==> src/logic/byte_alu_defs.vh <==
/*
 byte_alu_defs.vh: constants for the byte alu datapath and its axi4-lite register map.
 assumes it is included by bare name into the single design file.
*/
`ifndef BYTE_ALU_DEFS_VH
`define BYTE_ALU_DEFS_VH

// register byte offsets
`define REG_CTRL 8'h00
`define REG_OPND 8'h04
`define REG_ACC 8'h08
`define REG_STAT 8'h0C
`define REG_RESULT 8'h10
`define REG_FILE_BASE 8'h80

// operation codes in ctrl[2:0]
`define OP_ADD_LIT 3'h0
`define OP_ADD_FILE 3'h1
`define OP_AND_FILE 3'h2
`define OP_AND_LIT 3'h3
`define OP_BIT_CLR 3'h4
`define OP_BIT_SET 3'h5

// ctrl field positions
`define CTRL_OP_HI 2
`define CTRL_OP_LO 0
`define CTRL_DEST 3
`define CTRL_BIT_HI 6
`define CTRL_BIT_LO 4
`define CTRL_GO 31

// operand register fields
`define OPND_LIT_HI 7
`define OPND_LIT_LO 0
`define OPND_ADDR_HI 14
`define OPND_ADDR_LO 8

// status bit positions
`define ST_CARRY 0
`define ST_NIBBLE 1
`define ST_ZERO 2

// reset values and responses
`define BYTE_ZERO 8'h00
`define NIB_MSB 3
`define RESP_OKAY 2'b00
`define RESP_SLVERR 2'b10
`define FILE_DEPTH 128
`define WORD_ZERO 32'h0000_0000
`define STRB_ZERO 4'h0
`define BIT_IDX_RST 3'h0
`define ADDR_RST 7'h00

// byte lanes, file window bits and the data byte
`define LANE_LOW 0
`define LANE_ADDR 1
`define LANE_GO 3
`define WIN_SEL 7
`define WIN_IDX_HI 6
`define WIN_IDX_LO 2
`define BYTE_HI 7

`endif
==> src/logic/byte_alu_bit_ops.v <==
/*
 byte_alu_bit_ops: 8-bit alu datapath for six core operations with an axi4-lite register window.
 assumes a single 100 mhz clock, synchronous active-low reset, and an axi master that keeps the
 channel rules; the 128-entry data file lives here and is reachable at byte offset 0x80 upward.
 the bus window shows only the first 32 file entries; operations reach all 128 by the operand address.
 the data file is not cleared by reset, so software writes an entry before an operation reads it.
 an operation runs on a go write and uses the control and operand fields held before that write.
 while clk_en is low every register holds and the port shows no ready, so nothing is taken.
*/
//
// Function
// RULE_01 - literal add sums the accumulator and an 8-bit literal into the accumulator and updates carry, nibble carry and zero.
// RULE_02 - file add sums the accumulator and the file entry at a 7-bit address, sends it to the chosen destination and updates all three flags.
// RULE_03 - destination select 0 writes the result to the accumulator and leaves the file entry alone.
// RULE_04 - destination select 1 writes the result to the file entry and leaves the accumulator alone.
// RULE_05 - file and combines accumulator and file entry bitwise, sends it to the chosen destination and updates only zero.
// RULE_06 - literal and combines accumulator and literal bitwise into the accumulator and updates only zero.
// RULE_07 - bit clear forces the indexed bit of the file entry to zero and keeps all flags.
// RULE_08 - bit set forces the indexed bit of the file entry to one and keeps all flags.
// RULE_09 - zero is set for a zero result, carry from bit 7 out and nibble carry from bit 3 out on additions.
// RULE_10 - bit clear and bit set read, modify and write the file entry so the other seven bits keep their values.
`timescale 1ns/100ps
`include "byte_alu_defs.vh"

module byte_alu_bit_ops (
	input wire aclk,
	input wire aresetn,
	input wire clk_en,
	input wire [7:0] s_axi_awaddr,
	input wire s_axi_awvalid,
	output wire s_axi_awready,
	input wire [31:0] s_axi_wdata,
	input wire [3:0] s_axi_wstrb,
	input wire s_axi_wvalid,
	output wire s_axi_wready,
	output reg [1:0] s_axi_bresp,
	output reg s_axi_bvalid,
	input wire s_axi_bready,
	input wire [7:0] s_axi_araddr,
	input wire s_axi_arvalid,
	output wire s_axi_arready,
	output reg [31:0] s_axi_rdata,
	output reg [1:0] s_axi_rresp,
	output reg s_axi_rvalid,
	input wire s_axi_rready
);

	// data file and working register
	reg [7:0] file_mem [0:`FILE_DEPTH-1];
	reg [7:0] acc_ff;
	reg [2:0] op_ff;
	reg dest_ff;
	reg [2:0] bit_idx_ff;
	reg [7:0] lit_ff;
	reg [6:0] addr_ff;
	// status flags and last result
	reg carry_ff;
	reg nibble_carry_flag_ff;
	reg zero_ff;
	reg [7:0] result_ff;
	// write halves held until both have arrived
	reg [7:0] awaddr_ff;
	reg aw_held_ff;
	reg [31:0] wdata_ff;
	reg [3:0] wstrb_ff;
	reg w_held_ff;

	// datapath nets
	wire [7:0] file_q;
	wire [7:0] add_opnd;
	wire [8:0] sum_full;
	wire [4:0] sum_low;
	wire [7:0] and_lit;
	wire [7:0] and_file;
	wire [7:0] bit_mask;
	// read words and write decode
	wire [31:0] ctrl_word;
	wire [31:0] opnd_word;
	wire [31:0] stat_word;
	wire wr_fire;
	wire go;
	wire wr_file;
	wire wr_ok;

	// operation decode outputs
	reg [7:0] alu_res;
	reg alu_to_acc;
	reg alu_to_file;
	reg alu_flags_all;
	reg alu_flag_zero;
	reg alu_valid;

	// operand fetch: literal add uses the held literal, the other adds the addressed file entry
	assign file_q = file_mem[addr_ff];
	assign add_opnd = (op_ff == `OP_ADD_LIT) ? lit_ff : file_q;
	// nine-bit sum gives the carry out of bit 7, five-bit low sum the carry out of bit 3
	assign sum_full = {1'b0, acc_ff} + {1'b0, add_opnd}; // RULE_09
	assign sum_low = {1'b0, acc_ff[`NIB_MSB:0]} + {1'b0, add_opnd[`NIB_MSB:0]}; // RULE_09
	// both logic results are formed every cycle, the decode below picks one
	assign and_lit = acc_ff & lit_ff;
	assign and_file = acc_ff & file_q;

	// one-hot mask for the indexed bit
	genvar gi;
	generate
		for (gi = 0; gi < 8; gi = gi + 1) begin : g_mask
			assign bit_mask[gi] = (bit_idx_ff == gi);
		end
	endgenerate

	// operation select: result, destination and flag update
	always @* begin
		alu_res = `BYTE_ZERO;
		alu_to_acc = 1'b0;
		alu_to_file = 1'b0;
		alu_flags_all = 1'b0;
		alu_flag_zero = 1'b0;
		alu_valid = 1'b1;
		// one arm per operation; codes six and seven leave every register alone
		case (op_ff)
			`OP_ADD_LIT: begin
				alu_res = sum_full[7:0]; // RULE_01
				alu_to_acc = 1'b1;
				alu_flags_all = 1'b1;
			end
			`OP_ADD_FILE: begin
				alu_res = sum_full[7:0]; // RULE_02
				alu_to_acc = ~dest_ff; // RULE_03
				alu_to_file = dest_ff; // RULE_04
				alu_flags_all = 1'b1;
			end
			`OP_AND_FILE: begin
				alu_res = and_file; // RULE_05
				alu_to_acc = ~dest_ff; // RULE_03
				alu_to_file = dest_ff; // RULE_04
				alu_flag_zero = 1'b1;
			end
			`OP_AND_LIT: begin
				alu_res = and_lit; // RULE_06
				alu_to_acc = 1'b1;
				alu_flag_zero = 1'b1;
			end
			`OP_BIT_CLR: begin
				alu_res = file_q & ~bit_mask; // RULE_07 RULE_10
				alu_to_file = 1'b1;
			end
			`OP_BIT_SET: begin
				alu_res = file_q | bit_mask; // RULE_08 RULE_10
				alu_to_file = 1'b1;
			end
			default: begin
				alu_valid = 1'b0; // unused codes do nothing
			end
		endcase
	end

	// write channel: address and data taken in either order, response after both
	// readies stay low while frozen, so no half is shown as taken and then dropped
	assign s_axi_awready = clk_en & ~aw_held_ff & ~s_axi_bvalid;
	assign s_axi_wready = clk_en & ~w_held_ff & ~s_axi_bvalid;
	// both halves held and no response pending: the write acts on this edge
	assign wr_fire = aw_held_ff & w_held_ff & ~s_axi_bvalid;
	// the top address bit opens the file window, the rest is the register map
	assign wr_file = awaddr_ff[`WIN_SEL];
	assign wr_ok = wr_file | (awaddr_ff == `REG_CTRL) | (awaddr_ff == `REG_OPND) | (awaddr_ff == `REG_ACC)
		| (awaddr_ff == `REG_STAT);
	// an operation starts only on a go bit written through the top byte lane
	assign go = wr_fire & (awaddr_ff == `REG_CTRL) & wstrb_ff[`LANE_GO] & wdata_ff[`CTRL_GO];

	always @(posedge aclk) begin
		if (!aresetn) begin
			aw_held_ff <= 1'b0;
			w_held_ff <= 1'b0;
			awaddr_ff <= `BYTE_ZERO;
			wdata_ff <= `WORD_ZERO;
			wstrb_ff <= `STRB_ZERO;
			s_axi_bvalid <= 1'b0;
			s_axi_bresp <= `RESP_OKAY;
		end else if (clk_en) begin
			// hold each half as it arrives
			if (s_axi_awvalid && s_axi_awready) begin
				aw_held_ff <= 1'b1;
				awaddr_ff <= {s_axi_awaddr[7:2], 2'b00};
			end
			if (s_axi_wvalid && s_axi_wready) begin
				w_held_ff <= 1'b1;
				wdata_ff <= s_axi_wdata;
				wstrb_ff <= s_axi_wstrb;
			end
			// answer once both halves are in, clear the answer when it is taken
			if (wr_fire) begin
				aw_held_ff <= 1'b0;
				w_held_ff <= 1'b0;
				s_axi_bvalid <= 1'b1;
				s_axi_bresp <= wr_ok ? `RESP_OKAY : `RESP_SLVERR;
			end else if (s_axi_bvalid && s_axi_bready) begin
				s_axi_bvalid <= 1'b0;
			end
		end
	end

	// control, operand and status registers plus execution of one operation
	always @(posedge aclk) begin
		if (!aresetn) begin
			acc_ff <= `BYTE_ZERO;
			op_ff <= `OP_ADD_LIT;
			dest_ff <= 1'b0;
			bit_idx_ff <= `BIT_IDX_RST;
			lit_ff <= `BYTE_ZERO;
			addr_ff <= `ADDR_RST;
			carry_ff <= 1'b0;
			nibble_carry_flag_ff <= 1'b0;
			zero_ff <= 1'b0;
			result_ff <= `BYTE_ZERO;
		end else if (clk_en) begin
			// control fields through the low lane
			if (wr_fire && awaddr_ff == `REG_CTRL && wstrb_ff[`LANE_LOW]) begin
				op_ff <= wdata_ff[`CTRL_OP_HI:`CTRL_OP_LO];
				dest_ff <= wdata_ff[`CTRL_DEST];
				bit_idx_ff <= wdata_ff[`CTRL_BIT_HI:`CTRL_BIT_LO];
			end
			// operand register, each field through its own lane
			if (wr_fire && awaddr_ff == `REG_OPND) begin
				if (wstrb_ff[`LANE_LOW])
					lit_ff <= wdata_ff[`OPND_LIT_HI:`OPND_LIT_LO];
				if (wstrb_ff[`LANE_ADDR])
					addr_ff <= wdata_ff[`OPND_ADDR_HI:`OPND_ADDR_LO];
			end
			// working register and flags written by software
			if (wr_fire && awaddr_ff == `REG_ACC && wstrb_ff[`LANE_LOW])
				acc_ff <= wdata_ff[`BYTE_HI:0];
			if (wr_fire && awaddr_ff == `REG_STAT && wstrb_ff[`LANE_LOW]) begin
				carry_ff <= wdata_ff[`ST_CARRY];
				nibble_carry_flag_ff <= wdata_ff[`ST_NIBBLE];
				zero_ff <= wdata_ff[`ST_ZERO];
			end
			// the go write uses the fields held before this write
			if (go && alu_valid) begin
				result_ff <= alu_res;
				if (alu_to_acc)
					acc_ff <= alu_res; // RULE_03
				// additions move all three flags, the logic operations only zero
				if (alu_flags_all) begin
					carry_ff <= sum_full[8]; // RULE_09
					nibble_carry_flag_ff <= sum_low[4]; // RULE_09
				end
				if (alu_flags_all || alu_flag_zero)
					zero_ff <= (alu_res == `BYTE_ZERO); // RULE_09
			end
		end
	end

	// data file: software window writes and operation write-back
	always @(posedge aclk) begin
		if (clk_en) begin
			// write-back of an operation, else a software write through the window
			if (go && alu_valid && alu_to_file)
				file_mem[addr_ff] <= alu_res; // RULE_04 RULE_10
			else if (wr_fire && wr_file && wstrb_ff[`LANE_LOW])
				file_mem[awaddr_ff[`WIN_IDX_HI:`WIN_IDX_LO]] <= wdata_ff[`BYTE_HI:0];
		end
	end

	// read word assembly
	assign ctrl_word = {25'h000_0000, bit_idx_ff, dest_ff, op_ff};
	assign opnd_word = {17'h0_0000, addr_ff, lit_ff};
	assign stat_word = {29'h0000_0000, zero_ff, nibble_carry_flag_ff, carry_ff};
	// no address is taken while frozen or while an answer waits
	assign s_axi_arready = clk_en & ~s_axi_rvalid;

	// read channel: one cycle to answer, held until rready
	always @(posedge aclk) begin
		if (!aresetn) begin
			s_axi_rvalid <= 1'b0;
			s_axi_rdata <= `WORD_ZERO;
			s_axi_rresp <= `RESP_OKAY;
		end else if (clk_en) begin
			if (s_axi_arvalid && s_axi_arready) begin
				s_axi_rvalid <= 1'b1;
				s_axi_rresp <= `RESP_OKAY;
				// file window first, then the register map
				if (s_axi_araddr[`WIN_SEL])
					s_axi_rdata <= {24'h00_0000, file_mem[s_axi_araddr[`WIN_IDX_HI:`WIN_IDX_LO]]};
				else begin
					case ({s_axi_araddr[7:2], 2'b00})
						`REG_CTRL: s_axi_rdata <= ctrl_word;
						`REG_OPND: s_axi_rdata <= opnd_word;
						`REG_ACC: s_axi_rdata <= {24'h00_0000, acc_ff};
						`REG_STAT: s_axi_rdata <= stat_word;
						`REG_RESULT: s_axi_rdata <= {24'h00_0000, result_ff};
						default: begin
							s_axi_rdata <= `WORD_ZERO;
							s_axi_rresp <= `RESP_SLVERR;
						end
					endcase
				end
			end else if (s_axi_rvalid && s_axi_rready) begin
				s_axi_rvalid <= 1'b0;
			end
		end
	end

endmodule // byte_alu_bit_ops

==> config.mk <==
export PLATFORM = sky130hd
export DESIGN_NAME = byte_alu_bit_ops
export DESIGN_NICKNAME = d
export VERILOG_FILES = /design/src/logic/byte_alu_bit_ops.v
export VERILOG_INCLUDE_DIRS = /design/src /design/src/logic
export SDC_FILE = /design/constraint.sdc
export NUM_CORES = 1
export LEC_CHECK = 0
export BUFFER_PORTS_ARGS = -buffer_cell sky130_fd_sc_hd__buf_2
export CORE_MARGIN = 4
export CORE_UTILIZATION = 45
export CTS_BUF_LIST = sky130_fd_sc_hd__clkbuf_4
export DETAILED_ROUTE_END_ITERATION = 16
export GPL_TIMING_DRIVEN = 0
export PLACE_DENSITY = 0.66
export SETUP_SLACK_MARGIN = 0.3
export SLEW_MARGIN = 10
export SYNTH_ARGS = -nofsm -noshare
export SYNTH_HDL_FRONTEND = slang
export SYNTH_SLANG_ARGS = --single-unit
==> constraint.sdc <==
create_clock -name aclk -period 20.1 [get_ports aclk]
set_input_delay 2.01 -clock aclk [delete_from_list [all_inputs] [get_ports aclk]]
set_output_delay 2.01 -clock aclk [all_outputs]
set_load 0.005 [all_outputs]
Yosys cells after proc, flatten, opt, wreduce, memory -nomap -nowiden. Memory sizes are Yosys's and may differ from the RTL's. A register that Yosys moved wholly into a read port is not among the register bits. Cells that the tools add are included.

Register bits: 123. Bits in writable memories: 1024. Input port bits: 60. Output and inout port bits: 41. Word-level logic and storage cells: 156. Memories kept: 1.

Add/sub/neg operators: 2. Equality and inequality tests: 19. Mux-type cells: 44. Bitwise gates (word level): 24. Reductions and logical operators: 46.

Memory list: file_mem (depth 128, width 8, read ports 2, clocked after Yosys merged registers in 1, wr ports 1, line byte_alu_bit_ops.v:49) `` reg [7:0] file_mem [0:`FILE_DEPTH-1]; ``.

Operators with widths (number): $pmux 15 s5 (1); $mux 8 (5); $pmux 8 s5 (1); $mux 1 (28); $and 8x8->8 (3); $eq 6x2->1 const B (4); $mux 7 (3); $reduce_and 2->1 (10); $eq 3x3->1 const B (6); $logic_and 1x1->1 (16); $logic_not 8->1 (2); $mux 15 (1); $eq 3x2->1 const B (4); $eq 6x1->1 const B (2); $and 1x1->1 (10); $reduce_or 2->1 (5); $add 8x8->9 (1); $not 8->8 (1); $or 8x8->8 (1); $reduce_bool 2->1 (4); $reduce_or 8->1 (1); $eq 3x1->1 const B (2); $eq 6x3->1 const B (1); $logic_not 3->1 (2); other kinds (10) (21).

Logic depth before layout (Yosys ltp). Gate-level depths: netlist (run 1).

Depth after elaboration: 12. Mapped depth: 21. Mapped depth without buffers: 16.

Least setup slack after synthesis (run 1). No wires, ideal clock.

Path kind: reg-to-reg. Start: reg (tool-made name). End: mem file_mem[0][6], data pin. Setup time: 0.892 ns. Arrival: 7.520 ns. Required time: 19.208 ns. Setup slack: 11.687 ns. Stages on the path, launching flop included: 18. Buffers on the path: 3. Clock period less this slack: 8.413 ns. Cells stage by stage: dfxtp_1 > buf_6 > buf_6 > buf_6 > mux4_2 > mux4_2 > a41oi_2 > o2111ai_1 > mux2_2 > ha_1 > fa_1 > a21o_1 > a21oi_1 > o21ai_0 > a21oi_1 > xnor2_1 > a221oi_1 > a21oi_1.

RTL lines (line): to (decl) (byte_alu_bit_ops.v:49).

==> summary.txt, run 1 <==
Setup path
  – Setup CP Type: flip-flop to flip-flop
  – CP Cell Sequence: buf_4, buf_2, buf_2, buf_2, mux2i_1, a22oi_1, and3_1, o41ai_1, o2111ai_1, mux2_2, ha_1, fa_1, a21o_1, a21oi_1, o21ai_0, a21oi_1, xnor2_1, a221oi_1, a21oi_4, buf_12, buf_12, buf_12
  – CP Launch Type: flip-flop
  – Slowest CP cell: o41ai_1
  – Crit-path max cell delay: 1.07 ns
  – Worst path required time: 20.98 ns
  – CP Capture Type: flip-flop
  – CP Data Arrival Time: 10.00 ns
  – Crit path max fanout: 37

Placed design
  – Gp weighted congestion: 0.992
  – PortBufs: 55
  – DP HPWL: 113000 um
  – Dpl cells: 4195

Routing
  – Vias post-DR: 30602
  – 1st-pass router iterations: 7
  – Routed Antenna Nets: 0
  – Total wire length: 167000 um
  – Vias per Instance: 6.56
  – Initial DRC count: 4402
  – Wire length per cell: 35.8 um
  – DRC: 0

Synthesis
  – Count of cell types in the netlist: 80
  – EDFF count, synth: 1024
  – Synth Cell Area: 47000 sq um
  – Synth Area per Inst: 17.3 sq um
  – Seq cells post-synth: 1118
  – Multiplexer share of the synthesized area: 17.6%
  – Main combinational cell family by area after synthesis: multiplexers
  – Area leader, netlist: edfxtp_1
  – Adder-cell area share of the yosys netlist: 0.255%
  – Synth Area in Compound Gates: 5.02%
  – Post-Synth XOR/XNOR Area: 0.112%
  – Count leader, synth: edfxtp_1
  – Top post-synthesis cells by area: edfxtp_1 (65%), mux4_2 (13%), dfxtp_1 (4.0%), mux2i_1 (3.9%), nor2_1 (1.8%)
  – Async set-reset flop share out of synthesis: 0%
  – Synth Instances: 2716
  – Ys Warns: 0
  – Post-Synth Simple-Gate Area: 5.38%
  – Register area share after synthesis: 69.4%
  – Area share of the largest cell type after synthesis: 65.4%
  – Main synth FF type: edfxtp_1
  – Commonest cells post-synth: edfxtp_1 (1024), mux4_2 (266), nor2_1 (222)

Power
  – Leak: 0.0167 uW
  – Clock Power Share: 42.5%
  – Comb pwr share: 1.5%
  – Power Internal: 3520 uW
  – Worst VDD drop: 0.0000556 V
  – Pwr Total: 4480 uW
  – Switching power: 965 uW
  – Net Sw Frac: 21.5%
  – Cell area power density: 84.2 nW/um^2
  – Seq pwr share: 56.0%

Timing
  – Max-slew headroom: -5.84%
  – RSZ-0062 raised after global routing: no
  – Endpoints failing setup: 0
  – Setup Skew: 0.129 ns
  – Setup TNS: 0 ns
  – Final period utilization: 45.4%
  – Fmax: 0.110 GHz
  – Slew Limit Fails: 11
  – Hold Slack: 0.452 ns
  – Slew at the pin closest to its max-slew limit: 1.59 ns
  – Final Hold Fails: 0
  – Final worst path period need: 9.12 ns

Die
  – Ports: 101
  – Die W: 331 um
  – Die extent in y: 331 um
  – Die Area: 110000 sq um
  – Number of cell rows: 118
  – Core box area: 104000 sq um
  – Starting Density: 45.4%

Worst hold path
  – Min-delay worst type: flip-flop to flip-flop

Clock tree
  – TritonCTS Buffers: 301
  – Hold_buf cts: 0
  – Root Buffer: clkbuf_4
  – H-tree levels: 5
  – Register clock-pin slew on the reported worst setup and hold paths: 0.07 ns
  – Clk Latency, worst-skew pair: 1.24 ns
  – PostCTS Resize Cnt: 0
  – Clock Tree Buf Depth: 4
  – Total clock sinks: 1118
  – TritonCTS clock tree: built
  – Setup Fix Bufs, Post-CTS: 0

Outcome
  – Failing checks: capacitance limit, slew limit
  – Status: complete, but fails checks

Final layout
  – Area Overhead vs Synth: 13.1%
  – Layout cells sized above 1: 28.5%
  – Post-Layout Cell Count: 4668
  – Layout Nets: 3187

GRT
  – Vias in the first global route: 30421
  – Global-route wire length before repair: 230000 um
  – Initial antenna violation count: 7
  – Overall Global Routing Usage: 29.9%
  – Largest net degree at the start of global routing: 78
  – Total gr overflow: 0

Flow run
  – Max-Cap Viols: 1
[layout make-up]
cell class | count | area, sq um
sequential | 1118 | 32600
timing repair buffer | 81 | 831
buffer | 183 | 995
multi-input combinational | 1420 | 13500
tap | 1380 | 1730
inverter | 13 | 48.8
clock buffer | 418 | 3140
clock inverter | 46 | 264
antenna | 9 | 22.5
fill | 8546 | 50400
[layer usage]
layer | GRT usage [%] | vias up | share of wire (%)
li1 | - | 11904 | -
met1 | 37.6 | 15501 | 35
met2 | 44.8 | 2560 | 45
met3 | 10.7 | 629 | 14
met4 | 17.8 | 8 | 6.9
met5 | 0 | - | 0.034
[flip-flops by register name, indices dropped and copies added (netlist names), 3 cells and up, named ones only]
register and cells:
bit_idx_ff 3, awaddr_ff 6, addr_ff 7, wdata_ff 16
wstrb_ff 3, acc_ff 8, op_ff 3, file_mem 1024
result_ff 8, s_axi_rdata 15, lit_ff 8
[stage by stage]
step                      utilization [%]  cell area [sq um]  setup slack, ns
after global routing                 51.3              53200            10.90
after detailed placement             48.0              49800            11.31
after floorplan                         -              47100            11.69
after CTS                            51.3              53200            11.26
after global placement               47.4              49100             4.26
final                                51.3              53200            10.98
[kinds of logic (layout without fill, tap and decap cells)]
| logic type | count (synthesis) | in the layout |
|---|---|---|
| DFF | 1118 | 1118 |
| and+or+nand+nor | 560 | 560 |
| other | 1 | 28 |
| AOI/OAI and AO/OA | 344 | 344 |
| xor gates and xnor gates | 6 | 6 |
| buffers and inverters | 196 | 741 |
| muxes | 482 | 482 |
| adders and majority gates | 9 | 9 |
[worst paths after layout]
check | from | to | slack, ns | cells past startpoint
worst max-delay path | flip-flop | file_mem[88][6] | 10.98 | 22
worst min-delay path | s_axi_rdata[8] | s_axi_rdata[8] | 0.45 | 2
worst max register to register | flip-flop | file_mem[88][6] | 10.98 | 22
worst min register to register | s_axi_rdata[8] | s_axi_rdata[8] | 0.45 | 2
[worst max-delay path: cells and delay by family (launching register included)]
family	cells	cell delay [ns]
xor+xnor	1	0.11
buf+inv	7	2.65
compound gates	9	4.02
fa+ha+maj	2	0.67
flops	1	0.31
mux	2	0.74
simple gates	1	0.23
[cell usage in the layout, fill, tap and decap left out, types with 58 or more instances in the layout]
cell	Yosys	routed
a21oi_1	89	83
a22oi_1	58	58
buf_2	37	92
clkbuf_1	80	78
clkbuf_4	0	418
dfxtp_1	94	94
edfxtp_1	1024	1024
mux2i_1	182	182
mux4_2	266	266
nand2_1	151	151
nor2_1	222	221
[power groups by stage]
stage,clock (uW),sequential [uW],combinational [uW]
finish,1900,2510,69.0
global route,2050,2510,72.9
CTS,1910,2510,68.5
detailed placement,0,2560,68.3
global placement,0,2560,67.3
floorplan,0,2560,43.0
(Power assumes the default switching activity.)
==> inputs of run 2 (changes only) <==
--- a/config.mk
+++ b/config.mk
@@ -12,7 +12,7 @@
 export CTS_BUF_LIST = sky130_fd_sc_hd__clkbuf_4
 export DETAILED_ROUTE_END_ITERATION = 16
 export GPL_TIMING_DRIVEN = 0
-export PLACE_DENSITY = 0.66
+export PLACE_DENSITY = 0.69
 export SETUP_SLACK_MARGIN = 0.3
 export SLEW_MARGIN = 10
 export SYNTH_ARGS = -nofsm -noshare
==> constraint.sdc (replaced) <==
create_clock -name aclk -period 7.44 [get_ports aclk]
set_input_delay 0.744 -clock aclk [delete_from_list [all_inputs] [get_ports aclk]]
set_output_delay 0.744 -clock aclk [all_outputs]
set_load 0.005 [all_outputs]
==> run 2 against run 1 <==
- the flow now finishes without violations
- clock power rose to 2.7 times the previous value
- sequential share of layout area down 0.60 points
- total power rose to 2.7 times the previous value
- die area unchanged
- largest cell class unchanged
- largest power group unchanged
==> summary.txt, run 2 (synthesis gave the netlist of run 1 again) <==
GRT
  – Initial antenna violation count: 8
  – Overall Global Routing Usage: 29.8%
  – Vias in the first global route: 30586
  – Largest net degree at the start of global routing: 88
  – Global-route wire length before repair: 230000 um
  – Total gr overflow: 0

Routing
  – 1st-pass router iterations: 8
  – Metal3 WL: 22400 um
  – DRC: 0
  – Initial DRC count: 4707
  – Highest routed layer: met5
  – Met2 WL post-DR: 76100 um
  – Routed Antenna Nets: 0
  – Vias post-DR: 31112
  – M1 wire length: 57500 um
  – Total wire length: 168000 um
  – Wire length per cell: 35.4 um
  – Vias per Instance: 6.57

Die
  – Die Area: 110000 sq um
  – Die extent in y: 331 um
  – Die W: 331 um
  – Starting Density: 45.4%
  – Core box area: 104000 sq um
  – Ports: 101
  – Number of cell rows: 118

Final layout
  – Area Overhead vs Synth: 14.2%
  – Most flop-heavy register: file_mem
  – Post-Layout Cell Count: 4736
  – Regs by FF count: file_mem: 1024 flops, wdata_ff: 16 flops, s_axi_rdata: 15 flops
  – Layout cells sized above 1: 28.6%
  – Commonest non-fill, non-tap cell in the layout: edfxtp_1
  – Max FFs per register: 1024
  – FILL cells: 8472
  – Most frequent cells in the layout: edfxtp_1 (1024), clkbuf_4 (427), mux4_2 (266)
  – Layout Nets: 3220

Power
  – Cell area power density: 226 nW/um^2
  – Worst VDD drop: 0.000106 V
  – Leak: 0.0170 uW

Placed design
  – DP HPWL: 113000 um
  – Dpl cells: 4195
  – Gp weighted congestion: 1.00
  – PortBufs: 55

Clock tree
  – Root Buffer: clkbuf_4
  – TritonCTS clock tree: built
  – Total clock sinks: 1118
  – Clk Latency, worst-skew pair: 1.26 ns
  – Clock Tree Buf Depth: 4
  – Setup Fix Bufs, Post-CTS: 0
  – TritonCTS Buffers: 305
  – H-tree levels: 5
  – Register clock-pin slew on the reported worst setup and hold paths: 0.06 ns

Setup path
  – Setup CP Type: flip-flop to flip-flop
  – Slowest CP cell: clkbuf_1
  – CP Capture Type: flip-flop
  – Crit-path max cell delay: 0.76 ns
  – CP Data Arrival Time: 8.14 ns
  – Crit path max fanout: 40
  – Worst R2R End: file_mem[89][6]
  – CP Cell Sequence: clkbuf_1, clkbuf_1, clkbuf_2, mux4_2, a22oi_1, o2111ai_4, mux2_2, ha_1, fa_1, a21o_1, a21oi_2, o21ai_0, a21oi_1, xnor2_1, a221oi_4, a21oi_4, buf_12, buf_12
  – Reg2reg path depth: 18
  – CP Launch Type: flip-flop
  – Worst path required time: 8.33 ns
  – R2R Setup Slk: 0.19 ns

Worst hold path
  – Hold Path End: zero_ff
  – Worst hold start: clk_en
  – Hold Path Depth: 3
  – Min-delay worst type: input port to flip-flop

Timing
  – Hold Slack: 0.0342 ns
  – Slew at the pin closest to its max-slew limit: 1.44 ns
  – Setup Skew: 0.123 ns
  – RSZ-0062 raised after global routing: no
  – Final worst path period need: 7.25 ns
  – Final Hold Fails: 0
  – Endpoints failing setup: 0
  – Fmax: 0.138 GHz
  – Slew Limit Fails: 0
  – Max-slew headroom: 3.77%
  – Final period utilization: 97.4%

Outcome
  – Status: completed

Flow run
  – Max-Cap Viols: 0
## run 2: routing by layer
layer,vias up,GRT usage [%]
met3,654,9.40
met4,4,18.1
met1,15755,37.6
li1,11998,-
met2,2701,45.4
met5,-,0
## run 2: timing repair
item | 4_1_cts | 5_1_grt
gates cloned | 0 | 1
hold buffers | 28 | 0
setup endpoints to repair | 903 | 340
endpoints found under the hold margin | 30 | 0
pin swaps | 0 | 2
gates resized for setup | 33 | 13
## run 2: critical path, delay by kind of cell (launching register included)
family | cells | cell delay (ns)
buf+inv | 5 | 2.55
fa+ha+maj | 2 | 0.69
mux | 2 | 0.81
compound gates | 8 | 2.25
xor+xnor | 1 | 0.15
flops | 1 | 0.42
## run 2: area by class of cell
type                       count  area (sq um)  share of cell area [%]
sequential                  1118         32600                    60.7
multi-input combinational   1421         13600                    25.3
clock buffer                 427          3210                    5.97
tap                         1380          1730                    3.21
timing repair buffer         109          1110                    2.06
buffer                       183          1080                    2.00
clock inverter                73           285                   0.531
inverter                      13          48.8                  0.0908
antenna                       12          30.0                  0.0559
## run 2: worst max path at each step
stage                            to  slack (ns)  startpoint
global placement    file_mem[72][6]       -4.73   flip-flop
detailed placement  file_mem[90][6]       -1.53   flip-flop
CTS                 file_mem[75][6]        0.32   flip-flop
global route        file_mem[72][6]        0.30   flip-flop
finish              file_mem[89][6]        0.19   flip-flop
floorplan            file_mem[0][6]        0.83   flip-flop
## run 2: stage by stage
stage / instance area [sq um] / utilization, % / setup slack (ns) / setup TNS (ns) / power (uW)
finish: 53700 / 51.8 / 0.191 / 0 / 12100
global route: 53700 / 51.8 / 0.305 / 0 / 12500
CTS: 53600 / 51.8 / 0.323 / 0 / 12100
detailed placement: 49700 / 48.0 / -1.53 / -360.49 / 7090
global placement: 49100 / 47.4 / -4.73 / -3296.16 / 7090
floorplan: 47100 / - / 0.833 / 0 / 7020
## run 2: where the power goes
group | switching, uW | internal [uW]
Combinational | 110 | 88.2
Sequential | 12.4 | 6760
Clock | 2550 | 2630
